## config.mk

```make
export PLATFORM = sky130hd
export DESIGN_NAME = arf_top
export DESIGN_NICKNAME = d
export VERILOG_FILES = /design/src/rtl/arf_pad.v /design/src/rtl/arf_top.v
export VERILOG_INCLUDE_DIRS = /design/src /design/src/rtl
export SDC_FILE = /design/constraint.sdc
export NUM_CORES = 2
export LEC_CHECK = 0
export ABC_AREA = 1
export BUFFER_PORTS_ARGS = -buffer_cell sky130_fd_sc_hd__buf_2
export CAP_MARGIN = 20
export CELL_PAD_IN_SITES_DETAIL_PLACEMENT = 1
export CELL_PAD_IN_SITES_GLOBAL_PLACEMENT = 1
export CORE_UTILIZATION = 35
export DETAILED_ROUTE_END_ITERATION = 12
export PLACE_DENSITY = 0.62
export SLEW_MARGIN = 25
export SYNTH_ARGS = -nofsm -noshare
export SYNTH_HDL_FRONTEND = slang
export SYNTH_SLANG_ARGS = --single-unit
```

## constraint.sdc

```tcl
create_clock -name aclk -period 3 [get_ports aclk]
set_input_delay 0.15 -clock aclk [delete_from_list [all_inputs] [get_ports aclk]]
set_output_delay 0.15 -clock aclk [all_outputs]
set_load 0.01 [all_outputs]
```

## src/rtl/arf_defs.vh

```
// Purpose: Constants for the converter result and threshold block
// Assumes: 32-bit AXI4-Lite register window, 12-bit byte address
// Notes:   Offsets are byte addresses inside the block window
`ifndef ARF_DEFS_VH
`define ARF_DEFS_VH
// Register byte offsets
`define ARF_OFF_CTRL     12'h000
`define ARF_OFF_CHSEL    12'h004
`define ARF_OFF_RATE     12'h008
`define ARF_OFF_SEQ      12'h00C
`define ARF_OFF_CMP      12'h010
`define ARF_OFF_IBUF     12'h014
`define ARF_OFF_ISEL     12'h018
`define ARF_OFF_STAT     12'h01C
`define ARF_OFF_RES      12'h100
`define ARF_RES_IDX_MSB  6
`define ARF_RES_IDX_LSB  2
`define ARF_RES_SEL_MSB  11
`define ARF_RES_SEL_LSB  7
`define ARF_RES_SEL      5'h02
// Reset values
`define ARF_CTRL_RST     32'h0000_0280
`define ARF_ZERO         32'h0000_0000
// Converter control mode field
`define ARF_MODE_MSB     2
`define ARF_MODE_LSB     0
`define ARF_MODE_SINGLE  3'h2
// Channel select fields
`define ARF_CHSEL_MSB    12
`define ARF_POS_MSB      4
`define ARF_CH_TEMP      5'h16
`define ARF_CH_AVDD      5'h14
`define ARF_CH_IOVDD     5'h15
// Rate register fields
`define ARF_RATE_MSB     9
`define ARF_ACQ_MSB      25
`define ARF_ACQ_LSB      16
`define ARF_SLOW_SPS     80000
`define ARF_CORE_HZ      20000000
// Sequencer control fields
`define ARF_SEQ_EN_MSB   31
`define ARF_SEQ_EN_LSB   30
`define ARF_SEQ_RESTART  31
`define ARF_SEQ_ON       2'h3
// Result layout
`define ARF_RES_MSB      27
`define ARF_SE_LSB       12
`define ARF_DIF_LSB      13
`define ARF_FRESH        0
// Comparator fields
`define ARF_CMP_CHAN     5'h04
`define ARF_THR_MSB      17
`define ARF_THR_LSB      2
`define ARF_CMP_DIR      1
// Interrupt select fields
`define ARF_ISEL_IRQ1    2
`define ARF_ISEL_IRQ0    10
// Buffer control fields
`define ARF_BYP_MSB      1
`define ARF_BYP_LSB      0
`define ARF_PD_MSB       3
`define ARF_PD_LSB       2
// Bus answers
`define ARF_RESP_OKAY    2'h0
`define ARF_RESP_SLVERR  2'h2
`endif

```

## src/rtl/arf_pad.v

```verilog
`default_nettype none
`default_nettype wire

```

## src/rtl/arf_top.v

```verilog
// Purpose: Result formatting, slow-channel rate takeover, buffer
//          switch control and edge threshold comparator for a
//          16-bit converter, reached over AXI4-Lite
// Assumes: Converter core strobes on aclk, one result per conv_done
// Notes:   Core delivers raw offset-binary codes in both modes
//
// Contract
// Single-ended results coded straight binary
// Single-ended result placed at bits 27:12
// Differential results coded twos complement
// Differential result aligned at bits 27:13
// Each conversion stores a result word
// Slow channel selection forces 80 kSPS rate
// Enabled sequencer leaves rate register unchanged
// Channel select bits 12:0 route input
// Sequencer bit 31 restarts from first channel
// Comparator watches channel four only
// Threshold bits 17:2 against data 27:12
// Direction bit 1 picks rising or falling
// Rising sense fires once on crossing above
// Falling sense fires once on crossing below
// Event to line1 by bit2, line0 bit10
// Buffer bypass bits 1:0, power-down 3:2
// Control, select, rate, start conversion order
// Rate bits 9:0, acquisition bits 25:16
// Per-channel result register, positive channel
// Crossed state cleared by reset, direction
`include "arf_defs.vh"
`default_nettype none
module arf_top #(
	parameter NCH = 32
) (
	input  wire        aclk,          // System clock
	input  wire        aresetn,       // Synchronous reset, low
	input  wire [11:0] s_axi_awaddr,  // Write address
	input  wire        s_axi_awvalid, // Write address valid
	output wire        s_axi_awready, // Write address ready
	input  wire [31:0] s_axi_wdata,   // Write data
	input  wire [3:0]  s_axi_wstrb,   // Write byte enables
	input  wire        s_axi_wvalid,  // Write data valid
	output wire        s_axi_wready,  // Write data ready
	output reg  [1:0]  s_axi_bresp,   // Write response
	output reg         s_axi_bvalid,  // Write response valid
	input  wire        s_axi_bready,  // Write response ready
	input  wire [11:0] s_axi_araddr,  // Read address
	input  wire        s_axi_arvalid, // Read address valid
	output wire        s_axi_arready, // Read address ready
	output reg  [31:0] s_axi_rdata,   // Read data
	output reg  [1:0]  s_axi_rresp,   // Read response
	output reg         s_axi_rvalid,  // Read data valid
	input  wire        s_axi_rready,  // Read data ready
	input  wire        conv_done,     // Core result strobe
	input  wire [15:0] conv_result,   // Core raw code
	input  wire        conv_diff,     // Result is differential
	input  wire [4:0]  conv_chan,     // Positive channel of result
	output reg         conv_start,    // Single conversion pulse
	output wire [31:0] converter_control, // Control word to core
	output wire [12:0] channel_select,    // Mux routing
	output wire [9:0]  rate_code,         // Update rate code
	output wire [9:0]  acq_code,          // Acquisition time code
	output wire        seq_enable,        // Sequencer running
	output reg         seq_restart,       // Restart from first chan
	output wire [1:0]  buffer_bypass_switches, // Bypass switches
	output wire [1:0]  buffer_power_down,      // Buffer power-down
	output reg         lv_irq0,       // Die interrupt line 0 pulse
	output reg         lv_irq1        // Die interrupt line 1 pulse
);

	// Divide in integer width first, then keep the rate field bits
	localparam integer SLOW_DIV = `ARF_CORE_HZ / `ARF_SLOW_SPS;
	localparam [9:0] SLOW_CODE = SLOW_DIV[9:0];

	reg  [31:0] ctrl_q;
	reg  [31:0] chsel_q;
	reg  [31:0] rate_q;
	reg  [31:0] seq_q;
	reg  [31:0] cmp_q;
	reg  [31:0] ibuf_q;
	reg  [31:0] isel_q;
	reg  [11:0] awaddr_q;
	reg         aw_got_q;
	reg  [31:0] wdata_q;
	reg  [3:0]  wstrb_q;
	reg         w_got_q;
	reg         above_q;
	reg         below_q;
	reg         cmp_hit_q;
	wire [31:0] res_word [0:NCH-1];
	wire [NCH-1:0] rd_clr;
	wire [31:0] wmask;
	wire [31:0] wnew;
	wire        wr_go;
	wire        rd_go;
	wire        res_wr_hit;
	wire        res_rd_hit;
	wire [4:0]  rd_idx;
	reg  [31:0] rd_val;
	reg         rd_ok;
	reg         wr_ok;
	wire [15:0] raw_tc;
	wire [31:0] new_word;
	wire [4:0]  new_pos;
	wire [15:0] ch4_val;
	wire [15:0] thr;
	wire        is_above;
	wire        is_below;
	wire        cmp_evt;
	wire        slow_sel;
	wire        seq_on;

	// Address and data taken separately; held until response done
	assign s_axi_awready = !aw_got_q && !s_axi_bvalid;
	assign s_axi_wready  = !w_got_q && !s_axi_bvalid;
	assign s_axi_arready = !s_axi_rvalid;
	assign wr_go = aw_got_q && w_got_q && !s_axi_bvalid;
	assign rd_go = s_axi_arvalid && s_axi_arready;

	assign wmask = {{8{wstrb_q[3]}}, {8{wstrb_q[2]}},
		{8{wstrb_q[1]}}, {8{wstrb_q[0]}}};

	// Pending write merged with old contents per byte lane
	function [31:0] merge;
		input [31:0] old;
		input [31:0] nv;
		input [31:0] m;
		begin
			merge = (old & ~m) | (nv & m);
		end
	endfunction

	assign wnew = wdata_q;

	// Capture write address and data channels
	always @(posedge aclk) begin
		if (!aresetn) begin
			aw_got_q <= 1'b0;
			w_got_q  <= 1'b0;
			awaddr_q <= 12'h000;
			wdata_q  <= `ARF_ZERO;
			wstrb_q  <= 4'h0;
			s_axi_bvalid <= 1'b0;
			s_axi_bresp  <= `ARF_RESP_OKAY;
		end else begin
			if (s_axi_awvalid && s_axi_awready) begin
				aw_got_q <= 1'b1;
				awaddr_q <= s_axi_awaddr;
			end
			if (s_axi_wvalid && s_axi_wready) begin
				w_got_q <= 1'b1;
				wdata_q <= s_axi_wdata;
				wstrb_q <= s_axi_wstrb;
			end
			if (wr_go) begin
				aw_got_q <= 1'b0;
				w_got_q  <= 1'b0;
				s_axi_bvalid <= 1'b1;
				s_axi_bresp  <= wr_ok ? `ARF_RESP_OKAY
					: `ARF_RESP_SLVERR;
			end else if (s_axi_bvalid && s_axi_bready) begin
				s_axi_bvalid <= 1'b0;
			end
		end
	end

	// Result words are read only; only control offsets accept writes
	always @* begin
		case (awaddr_q)
		`ARF_OFF_CTRL, `ARF_OFF_CHSEL, `ARF_OFF_RATE, `ARF_OFF_SEQ,
		`ARF_OFF_CMP, `ARF_OFF_IBUF, `ARF_OFF_ISEL: begin
			wr_ok = 1'b1;
		end
		default: begin
			wr_ok = 1'b0;
		end
		endcase
	end

	assign seq_on = (seq_q[`ARF_SEQ_EN_MSB:`ARF_SEQ_EN_LSB]
		== `ARF_SEQ_ON);
	// Positive select of the word being written
	assign slow_sel = (wnew[`ARF_POS_MSB:0] == `ARF_CH_TEMP) ||
		(wnew[`ARF_POS_MSB:0] == `ARF_CH_AVDD) ||
		(wnew[`ARF_POS_MSB:0] == `ARF_CH_IOVDD);

	// Control register file; rate takeover rides on channel writes
	always @(posedge aclk) begin
		if (!aresetn) begin
			ctrl_q  <= `ARF_CTRL_RST;
			chsel_q <= `ARF_ZERO;
			rate_q  <= `ARF_ZERO;
			seq_q   <= `ARF_ZERO;
			cmp_q   <= `ARF_ZERO;
			ibuf_q  <= `ARF_ZERO;
			isel_q  <= `ARF_ZERO;
			conv_start  <= 1'b0;
			seq_restart <= 1'b0;
		end else begin
			conv_start  <= 1'b0;
			seq_restart <= 1'b0;
			if (wr_go) begin
				case (awaddr_q)
				`ARF_OFF_CTRL: begin
					ctrl_q <= merge(ctrl_q, wnew, wmask);
					// Mode write of single starts one conversion
					conv_start <= wmask[`ARF_MODE_LSB] &&
						(wnew[`ARF_MODE_MSB:`ARF_MODE_LSB] ==
						`ARF_MODE_SINGLE);
				end
				`ARF_OFF_CHSEL: begin
					chsel_q <= merge(chsel_q, wnew, wmask);
					// Slow internal channels need the long rate;
					// a running sequencer keeps its own setting
					if (wmask[0] && slow_sel && !seq_on) begin
						rate_q[`ARF_RATE_MSB:0] <= SLOW_CODE;
					end
				end
				`ARF_OFF_RATE: begin
					rate_q <= merge(rate_q, wnew, wmask);
				end
				`ARF_OFF_SEQ: begin
					seq_q <= merge(seq_q, wnew, wmask);
					// Restart request is a pulse to the sequencer
					seq_restart <= wmask[`ARF_SEQ_RESTART] &&
						wnew[`ARF_SEQ_RESTART];
				end
				`ARF_OFF_CMP: begin
					cmp_q <= merge(cmp_q, wnew, wmask);
				end
				`ARF_OFF_IBUF: begin
					ibuf_q <= merge(ibuf_q, wnew, wmask);
				end
				`ARF_OFF_ISEL: begin
					isel_q <= merge(isel_q, wnew, wmask);
				end
				default: begin
					ctrl_q <= ctrl_q;
				end
				endcase
			end
		end
	end

	assign converter_control = ctrl_q;
	assign channel_select    = chsel_q[`ARF_CHSEL_MSB:0];
	assign rate_code = rate_q[`ARF_RATE_MSB:0];
	assign acq_code  = rate_q[`ARF_ACQ_MSB:`ARF_ACQ_LSB];
	assign seq_enable = seq_on;
	assign buffer_bypass_switches =
		ibuf_q[`ARF_BYP_MSB:`ARF_BYP_LSB];
	assign buffer_power_down = ibuf_q[`ARF_PD_MSB:`ARF_PD_LSB];

	// Offset binary to twos complement is a flip of the sign bit
	assign raw_tc = {~conv_result[15], conv_result[14:0]};
	// Differential keeps 15 bits at 27:13, sign-extended above
	assign new_word = conv_diff ?
		{{4{raw_tc[15]}}, raw_tc[15:1], 12'h000, 1'b1}
		: {4'h0, conv_result, 11'h000, 1'b1};
	assign new_pos = conv_chan;

	assign res_wr_hit = (awaddr_q[`ARF_RES_SEL_MSB:`ARF_RES_SEL_LSB]
		== `ARF_RES_SEL);
	assign res_rd_hit = (s_axi_araddr[`ARF_RES_SEL_MSB:`ARF_RES_SEL_LSB]
		== `ARF_RES_SEL) &&
		(s_axi_araddr[1:0] == 2'h0) &&
		({27'h0, rd_idx} < NCH);
	assign rd_idx = s_axi_araddr[`ARF_RES_IDX_MSB:`ARF_RES_IDX_LSB];

	// One result word per channel; fresh flag clears on a bus read
	genvar gi;
	generate
		for (gi = 0; gi < NCH; gi = gi + 1) begin : g_res
			reg [31:0] word_q;
			wire       hit;
			assign hit = conv_done && (new_pos == gi);
			assign rd_clr[gi] = rd_go && res_rd_hit && (rd_idx == gi);
			always @(posedge aclk) begin
				if (!aresetn) begin
					word_q <= `ARF_ZERO;
				end else if (hit) begin
					// New result wins over a same-cycle read clear
					word_q <= new_word;
				end else if (rd_clr[gi]) begin
					word_q[`ARF_FRESH] <= 1'b0;
				end
			end
			assign res_word[gi] = word_q;
		end
	endgenerate

	// Read decode
	always @* begin
		rd_ok  = 1'b1;
		rd_val = `ARF_ZERO;
		if (res_rd_hit) begin
			rd_val = res_word[rd_idx];
		end else begin
			case (s_axi_araddr)
			`ARF_OFF_CTRL:  rd_val = ctrl_q;
			`ARF_OFF_CHSEL: rd_val = chsel_q;
			`ARF_OFF_RATE:  rd_val = rate_q;
			`ARF_OFF_SEQ:   rd_val = seq_q;
			`ARF_OFF_CMP:   rd_val = cmp_q;
			`ARF_OFF_IBUF:  rd_val = ibuf_q;
			`ARF_OFF_ISEL:  rd_val = isel_q;
			`ARF_OFF_STAT:  rd_val = {29'h0, cmp_hit_q, below_q, above_q};
			default: begin
				rd_ok  = 1'b0;
				rd_val = `ARF_ZERO;
			end
			endcase
		end
	end

	// Read channel; data registered one cycle after acceptance
	always @(posedge aclk) begin
		if (!aresetn) begin
			s_axi_rvalid <= 1'b0;
			s_axi_rdata  <= `ARF_ZERO;
			s_axi_rresp  <= `ARF_RESP_OKAY;
		end else if (rd_go) begin
			s_axi_rvalid <= 1'b1;
			s_axi_rdata  <= rd_val;
			s_axi_rresp  <= rd_ok ? `ARF_RESP_OKAY : `ARF_RESP_SLVERR;
		end else if (s_axi_rvalid && s_axi_rready) begin
			s_axi_rvalid <= 1'b0;
		end
	end

	// Comparator sees the incoming channel four word field, same layout as stored
	assign ch4_val = new_word[`ARF_RES_MSB:`ARF_SE_LSB];
	assign thr = cmp_q[`ARF_THR_MSB:`ARF_THR_LSB];
	assign is_above = (ch4_val > thr);
	assign is_below = (ch4_val < thr);
	// Edge only: level alone would re-fire on every sample
	assign cmp_evt = conv_done && (new_pos == `ARF_CMP_CHAN) &&
		(cmp_q[`ARF_CMP_DIR] ? (is_above && !above_q)
		: (is_below && !below_q));

	// Crossed state; a write that changes direction rearms both senses
	always @(posedge aclk) begin
		if (!aresetn) begin
			above_q   <= 1'b0;
			below_q   <= 1'b0;
			cmp_hit_q <= 1'b0;
			lv_irq0   <= 1'b0;
			lv_irq1   <= 1'b0;
		end else begin
			if (wr_go && (awaddr_q == `ARF_OFF_CMP) &&
				wmask[`ARF_CMP_DIR] &&
				(wnew[`ARF_CMP_DIR] != cmp_q[`ARF_CMP_DIR])) begin
				above_q <= 1'b0;
				below_q <= 1'b0;
			end else if (conv_done && (new_pos == `ARF_CMP_CHAN)) begin
				above_q <= is_above;
				below_q <= is_below;
			end
			if (cmp_evt) begin
				cmp_hit_q <= 1'b1;
			end else if (rd_go && (s_axi_araddr == `ARF_OFF_STAT)) begin
				cmp_hit_q <= 1'b0;
			end
			lv_irq1 <= cmp_evt && isel_q[`ARF_ISEL_IRQ1];
			lv_irq0 <= cmp_evt && isel_q[`ARF_ISEL_IRQ0];
		end
	end

	// Write side of result range never matches a writable offset
	wire unused_ok;
	assign unused_ok = res_wr_hit & wr_ok;

endmodule
`default_nettype wire

```

After elaboration in Yosys (flattened, before gate mapping)
Cells that the tools add are included.
{ "classes": {"n_lt_le_gt_ge": 3, "n_shift": 0, "reduce_logical": 152, "add_sub_neg": 0, "bitwise": 19, "n_div": 0, "eq_ne": 83, "muxes": 84, "n_mul": 0} }
{ "op_table": {"columns": ["op", "count"], "rows": [
  ["32-bit bitwise AND", 8],
  ["32-bit case mux with 8 select lines", 1],
  ["32-bit OR", 7],
  ["5-bit equality test, second input constant", 35],
  ["32-bit binary-select mux with 5-bit select", 1],
  ["32-bit 2-to-1 mux", 4],
  ["1-bit logical AND", 88],
  ["12-bit by 5-bit equality test with 1-bit output, second input constant", 7],
  ["5-bit by 4-bit equality test with 1-bit output, second input constant", 16],
  ["1-bit 2-to-1 mux", 74],
  ["2-bit nonzero test", 36],
  ["12-bit by 4-bit equality test with 1-bit output, second input constant", 4],
  ["5-bit by 3-bit equality test with 1-bit output, second input constant", 8],
  ["32-bit NOT", 1],
  ["5-bit by 2-bit equality test with 1-bit output, second input constant", 5],
  ["12-bit by 3-bit equality test with 1-bit output, second input constant", 2],
  ["12-bit logical NOT", 2],
  ["10-bit case mux with 2 select lines", 1],
  ["16-bit greater-than comparator", 1],
  ["16-bit < comparator", 1],
  ["2-bit AND reduction", 7],
  ["5-bit by 1-bit equality test with 1-bit output, second input constant", 2],
  ["5-bit logical NOT", 2],
  ["10-bit 2-to-1 mux", 1],
  ["other kinds (15)", 27]
]} }
{ "totals": {"in_bits": 90, "romBits": 0, "latchBits": 0, "n_memories": 0, "mem_bits_rw": 0, "register_bits": 1343, "wordCells": 430} }

Longest topological paths before layout
{ "logic_depth": {"word_depth": 7, "ltp_mapped": 17, "ltp_nobuf": 17} }

Worst setup path after synthesis
No wires, ideal clock.
{ "synth_path": {"kind": "input port to flip-flop", "startpoint": "input port conv_result[15]", "endpoint": "register cmp_hit_q", "setup_slack_ns": 0.837, "arrival_time_ns": 2.030, "path_stages": 14, "setup_time_ns": 0.132, "cell_sequence": "inv_1 ha_1 clkbuf_1 inv_1 clkbuf_1 ha_1 a21oi_1 o21ai_0 nor2_1 nand2_1 nand3_1 nand2_1 nand2_1 a21oi_1"} }
{ "synth_between": {"elab_chain_len": 7, "elab_cells_between_ends": 10, "classes_between": "order compare (2); mux (3); bitwise (1); reduce/logical (4)"} }
{ "synth_lines": {"columns": ["element", "line", "text"], "rows": [
  ["from (decl)", "arf_top.v:53", "input wire [15:0] conv_result,"],
  ["1-bit NOT", "arf_top.v:253", "assign raw_tc = {~conv_result[15], conv_result[14:0]};"],
  ["32-bit 2-to-1 mux *", "arf_top.v:255", "assign new_word = conv_diff ?"],
  ["net new_word[27]", "arf_top.v:101", "wire [31:0] new_word;"],
  ["16-bit < comparator / 16-bit greater-than comparator (equally long branches)", "arf_top.v:333, arf_top.v:332", null],
  ["1-bit logical AND (on tied branches)", "arf_top.v:337, arf_top.v:336", null],
  ["1-bit 2-to-1 mux *", "arf_top.v:336", "(cmp_q[`ARF_CMP_DIR] ? (is_above && !above_q)"],
  ["1-bit logical AND *", "arf_top.v:335", "assign cmp_evt = conv_done && (new_pos == `ARF_CMP_CHAN) &&"],
  ["1-bit 2-to-1 mux / 2-bit nonzero test (equally long branches)", null, null],
  ["to (signal assigned)", "arf_top.v:344", "cmp_hit_q <= 1'b0;"],
  ["to (signal assigned)", "arf_top.v:358", "cmp_hit_q <= 1'b1;"],
  ["to (signal assigned)", "arf_top.v:360", "cmp_hit_q <= 1'b0;"],
  ["to (decl)", "arf_top.v:87", "reg cmp_hit_q;"]
]} }
Mark *: on every way through the listed nets, which the timed path passes. The rest lies on a longest branch.
A chain may end at the register's enable or synchronous reset.

Final worst setup path
{ "layout_path": {"startpoint": "register s_axi_bvalid", "endpoint": "register wdata_q[4]"} }
{ "layout_between": {"elab_chain_len": 3} }
{ "layout_lines": {"columns": ["element", "line", "text"], "rows": [
  ["from (decl)", "arf_top.v:43", "output reg s_axi_bvalid,"],
  ["from (signal assigned)", "arf_top.v:141", "s_axi_bvalid <= 1'b0;"],
  ["from (signal assigned)", "arf_top.v:156", "s_axi_bvalid <= 1'b1;"],
  ["from (signal assigned)", "arf_top.v:160", "s_axi_bvalid <= 1'b0;"],
  ["1-bit logical NOT", "arf_top.v:113", "assign s_axi_wready = !w_got_q && !s_axi_bvalid;"],
  ["1-bit logical AND", "arf_top.v:113", null],
  ["1-bit logical AND", "arf_top.v:148", "if (s_axi_wvalid && s_axi_wready) begin"],
  ["to (signal assigned)", "arf_top.v:139", "wdata_q <= `ARF_ZERO;"],
  ["to (signal assigned)", "arf_top.v:150", "wdata_q <= s_axi_wdata;"],
  ["to (decl)", "arf_top.v:82", "reg [31:0] wdata_q;"]
]} }
Every way passes these cells.

==> results.md <==
* Status: complete, no violations
* Pwr Total at 27.5 mW
* I/O Pins at 205
* Post-route cell area at 45700 µm²
* Routed vias at 38600
* Final #Nets at 5747
* Drc violations at 0
* Worst-path clk slew at 60 ps
* Post-synthesis cell count at 5555
* Final worst path period share at 0.861
* Initial drt markers at 2617
* Fin cells at 7211
* Endpoints failing hold at 0
* Seq/Total Area, Yosys at 0.457
* CTS max path bufs at 3
* CORE AREA at 111000 µm²
* CP arrival at 3170 ps
* Setup repair after global routing missed its margin: no
* Pwr dens at 601 nW/µm²
* Vias in the first global route at 37700
* Slew @ Worst Pin at 943 ps
* CTS root buf: clkbuf_16
* Leak at 17.2 nW
* Crit end category: flip-flop
* Total grt overflow at 0
* Uppermost routed layer: met5
* P&R area growth vs syn at 17.0%
* Final Worst Setup Slack at 416 ps
* Fin Setup TNS at 0 ps
* Mean routed wirelength per cell at 22.9 µm
* Ratio of cells with drive above 1 in the final layout at 0.108
* Hpwl dp at 110000 µm
* Wl on met1 at 76400 µm
* Row count at 122
* Total placed instance area at 41600 µm²
* WL final at 165000 µm
* Synthesized cell area at 39100 µm²
* First-pass GRT wire length at 248000 µm
* Fmax at 0.387 GHz
* CTS tree: yes
* Clk_skew at 28.8 ps
* Max cap viols at 0
* CP Max Fanout at 31
* Mean Syn Cell Area at 7.04 µm²
* Fin crit period at 2580 ps
* First-pass detailed-route iteration total at 5
* Overall routing resource usage at 0.288
* Post-layout util at 0.413
* Slew Viols, Final at 0
* Multi-input combinational cell area at 17500 µm²
* Tightest hold margin at 31.4 ps
* Die H at 336 µm
* CTS Buf Count at 105
* Commonest non-fill, non-tap cell in the layout: nand2_1
* Routability cong. at 0.841
* FF+latch area at 17900 µm²
* Clock sink count at 893
* Initial Utilization at 0.353
* Skew-Pair Late Insertion Delay at 700 ps
* Routed length on met3 at 7020 µm
* Finish-stage setup viols at 0
* Pre-CTS setup slack at 346 ps
* H-tree levels at 3
* Startpoint types: flip-flop
* Die area at 113000 µm²
* Met2 WL post-DR at 77100 µm
* Type of the tightest min-delay check: in -> reg
* Worst vdd ir at 479 µV
* Slew HR at 0.367
* Worst path required time at 3580 ps
* Remaining antenna violation count at 0
* Vias per cell at 5.35
* Worst R2R Path Depth at 6
* Commonest cells after routing, fill and taps aside: 1021 x nand2_1, 893 x dfxtp_1, 876 x a21oi_1, 662 x o21ai_0, 543 x nor2_1
* Port Buf Inserts at 202
* Synth Warn # at 0
* Die Width at 336 µm
* Diodes inserted at 0
* Worst hold stages at 5
* FF+latch count, synth at 893
* WS Path Type: reg -> reg
* Post-synthesis cell type count at 40
* Pin count of the biggest net entering global routing at 172
* Fill cells at 13800
* Cells after DPL at 6962
* Initial antenna violation count at 6
[layout make-up]
| class | instances | area share |
|---|---|---|
| clock buffers | 164 | 0.0718 |
| clock inverters | 26 | 0.00656 |
| inverters | 456 | 0.0377 |
| multi-input cells | 3748 | 0.383 |
| flip-flops and latches | 893 | 0.391 |
| well taps | 1488 | 0.0407 |
| repair buffers | 436 | 0.0691 |
[power by group]
part / internal (mW) / switching [mW]
combinational: 0.499 / 1.51
sequential: 12.0 / 0.122
clock: 7.97 / 5.36
[cell usage after synthesis (all sizes together)]
| master | count | share of area |
|---|---|---|
| inv | 449 | 0.043 |
| o21ai | 679 | 0.087 |
| xnor2 | 1 | 0.00022 |
| clkbuf | 321 | 0.031 |
| nor4 | 1 | 0.00016 |
| clkinv | 7 | 0.00067 |
| o22ai | 53 | 0.0085 |
| o21a | 1 | 0.00019 |
| a21o | 1 | 0.00019 |
| o31ai | 1 | 0.00019 |
| conb | 1 | 0.000096 |
| o211ai | 8 | 0.0015 |
| nor2 | 576 | 0.058 |
| nor3 | 13 | 0.0023 |
| nand3 | 320 | 0.042 |
| a22oi | 67 | 0.013 |
| ha | 17 | 0.0054 |
| nand4 | 85 | 0.014 |
| nand2 | 1033 | 0.10 |
| buf | 138 | 0.021 |
| a31o | 1 | 0.00022 |
| a21oi | 876 | 0.11 |
| a211oi | 13 | 0.0025 |
| dfxtp | 893 | 0.46 |
[cells by family (layout without fill, tap and decap cells)]
| kind of cell | Yosys count | in the layout | synth area share |
|---|---|---|---|
| AOI/OAI and AO/OA | 1700 | 1700 | 0.225 |
| xor gates and xnor gates | 1 | 1 | 0.000224 |
| adders and majority gates | 17 | 17 | 0.00544 |
| buffers and inverters | 915 | 1082 | 0.0959 |
| DFF | 893 | 893 | 0.457 |
| other | 1 | 2 | 0.0000959 |
| and+or+nand+nor | 2028 | 2028 | 0.216 |
[per-layer routing]
layer	up-vias	GRT usage
met4	2	0.0808
met2	868	0.478
met1	19000	0.392
met3	224	0.0337
met5	-	0
li1	18500	-
[repair_timing]
| item | CTS | global route |
|---|---|---|
| resized for setup | 0 | 0 |
| hold endpoints to repair | 123 | 0 |
| buffers inserted | 0 | 0 |
| hold buffers | 59 | 0 |
[path summary, 6_finish.rpt]
kind                              startpoint                   to  slack (ps)
worst min register to register     flip-flop            flip-flop         450
worst max register to register  s_axi_bvalid           wdata_q[4]         420
worst max-delay path            s_axi_bvalid           wdata_q[4]         420
worst min-delay path               conv_diff  g_res[4].word_q[12]          30
[worst max-delay path: stages (launching register included)]
cell,delay [ps]
dfxtp_1,350
nor2_1,220
nand2_2,430
o21ai_0,280
dlygate4sd3_1,580
nor2_1,50
dlygate4sd3_1,560
Note: power is estimated with default switching activity, not from simulation.
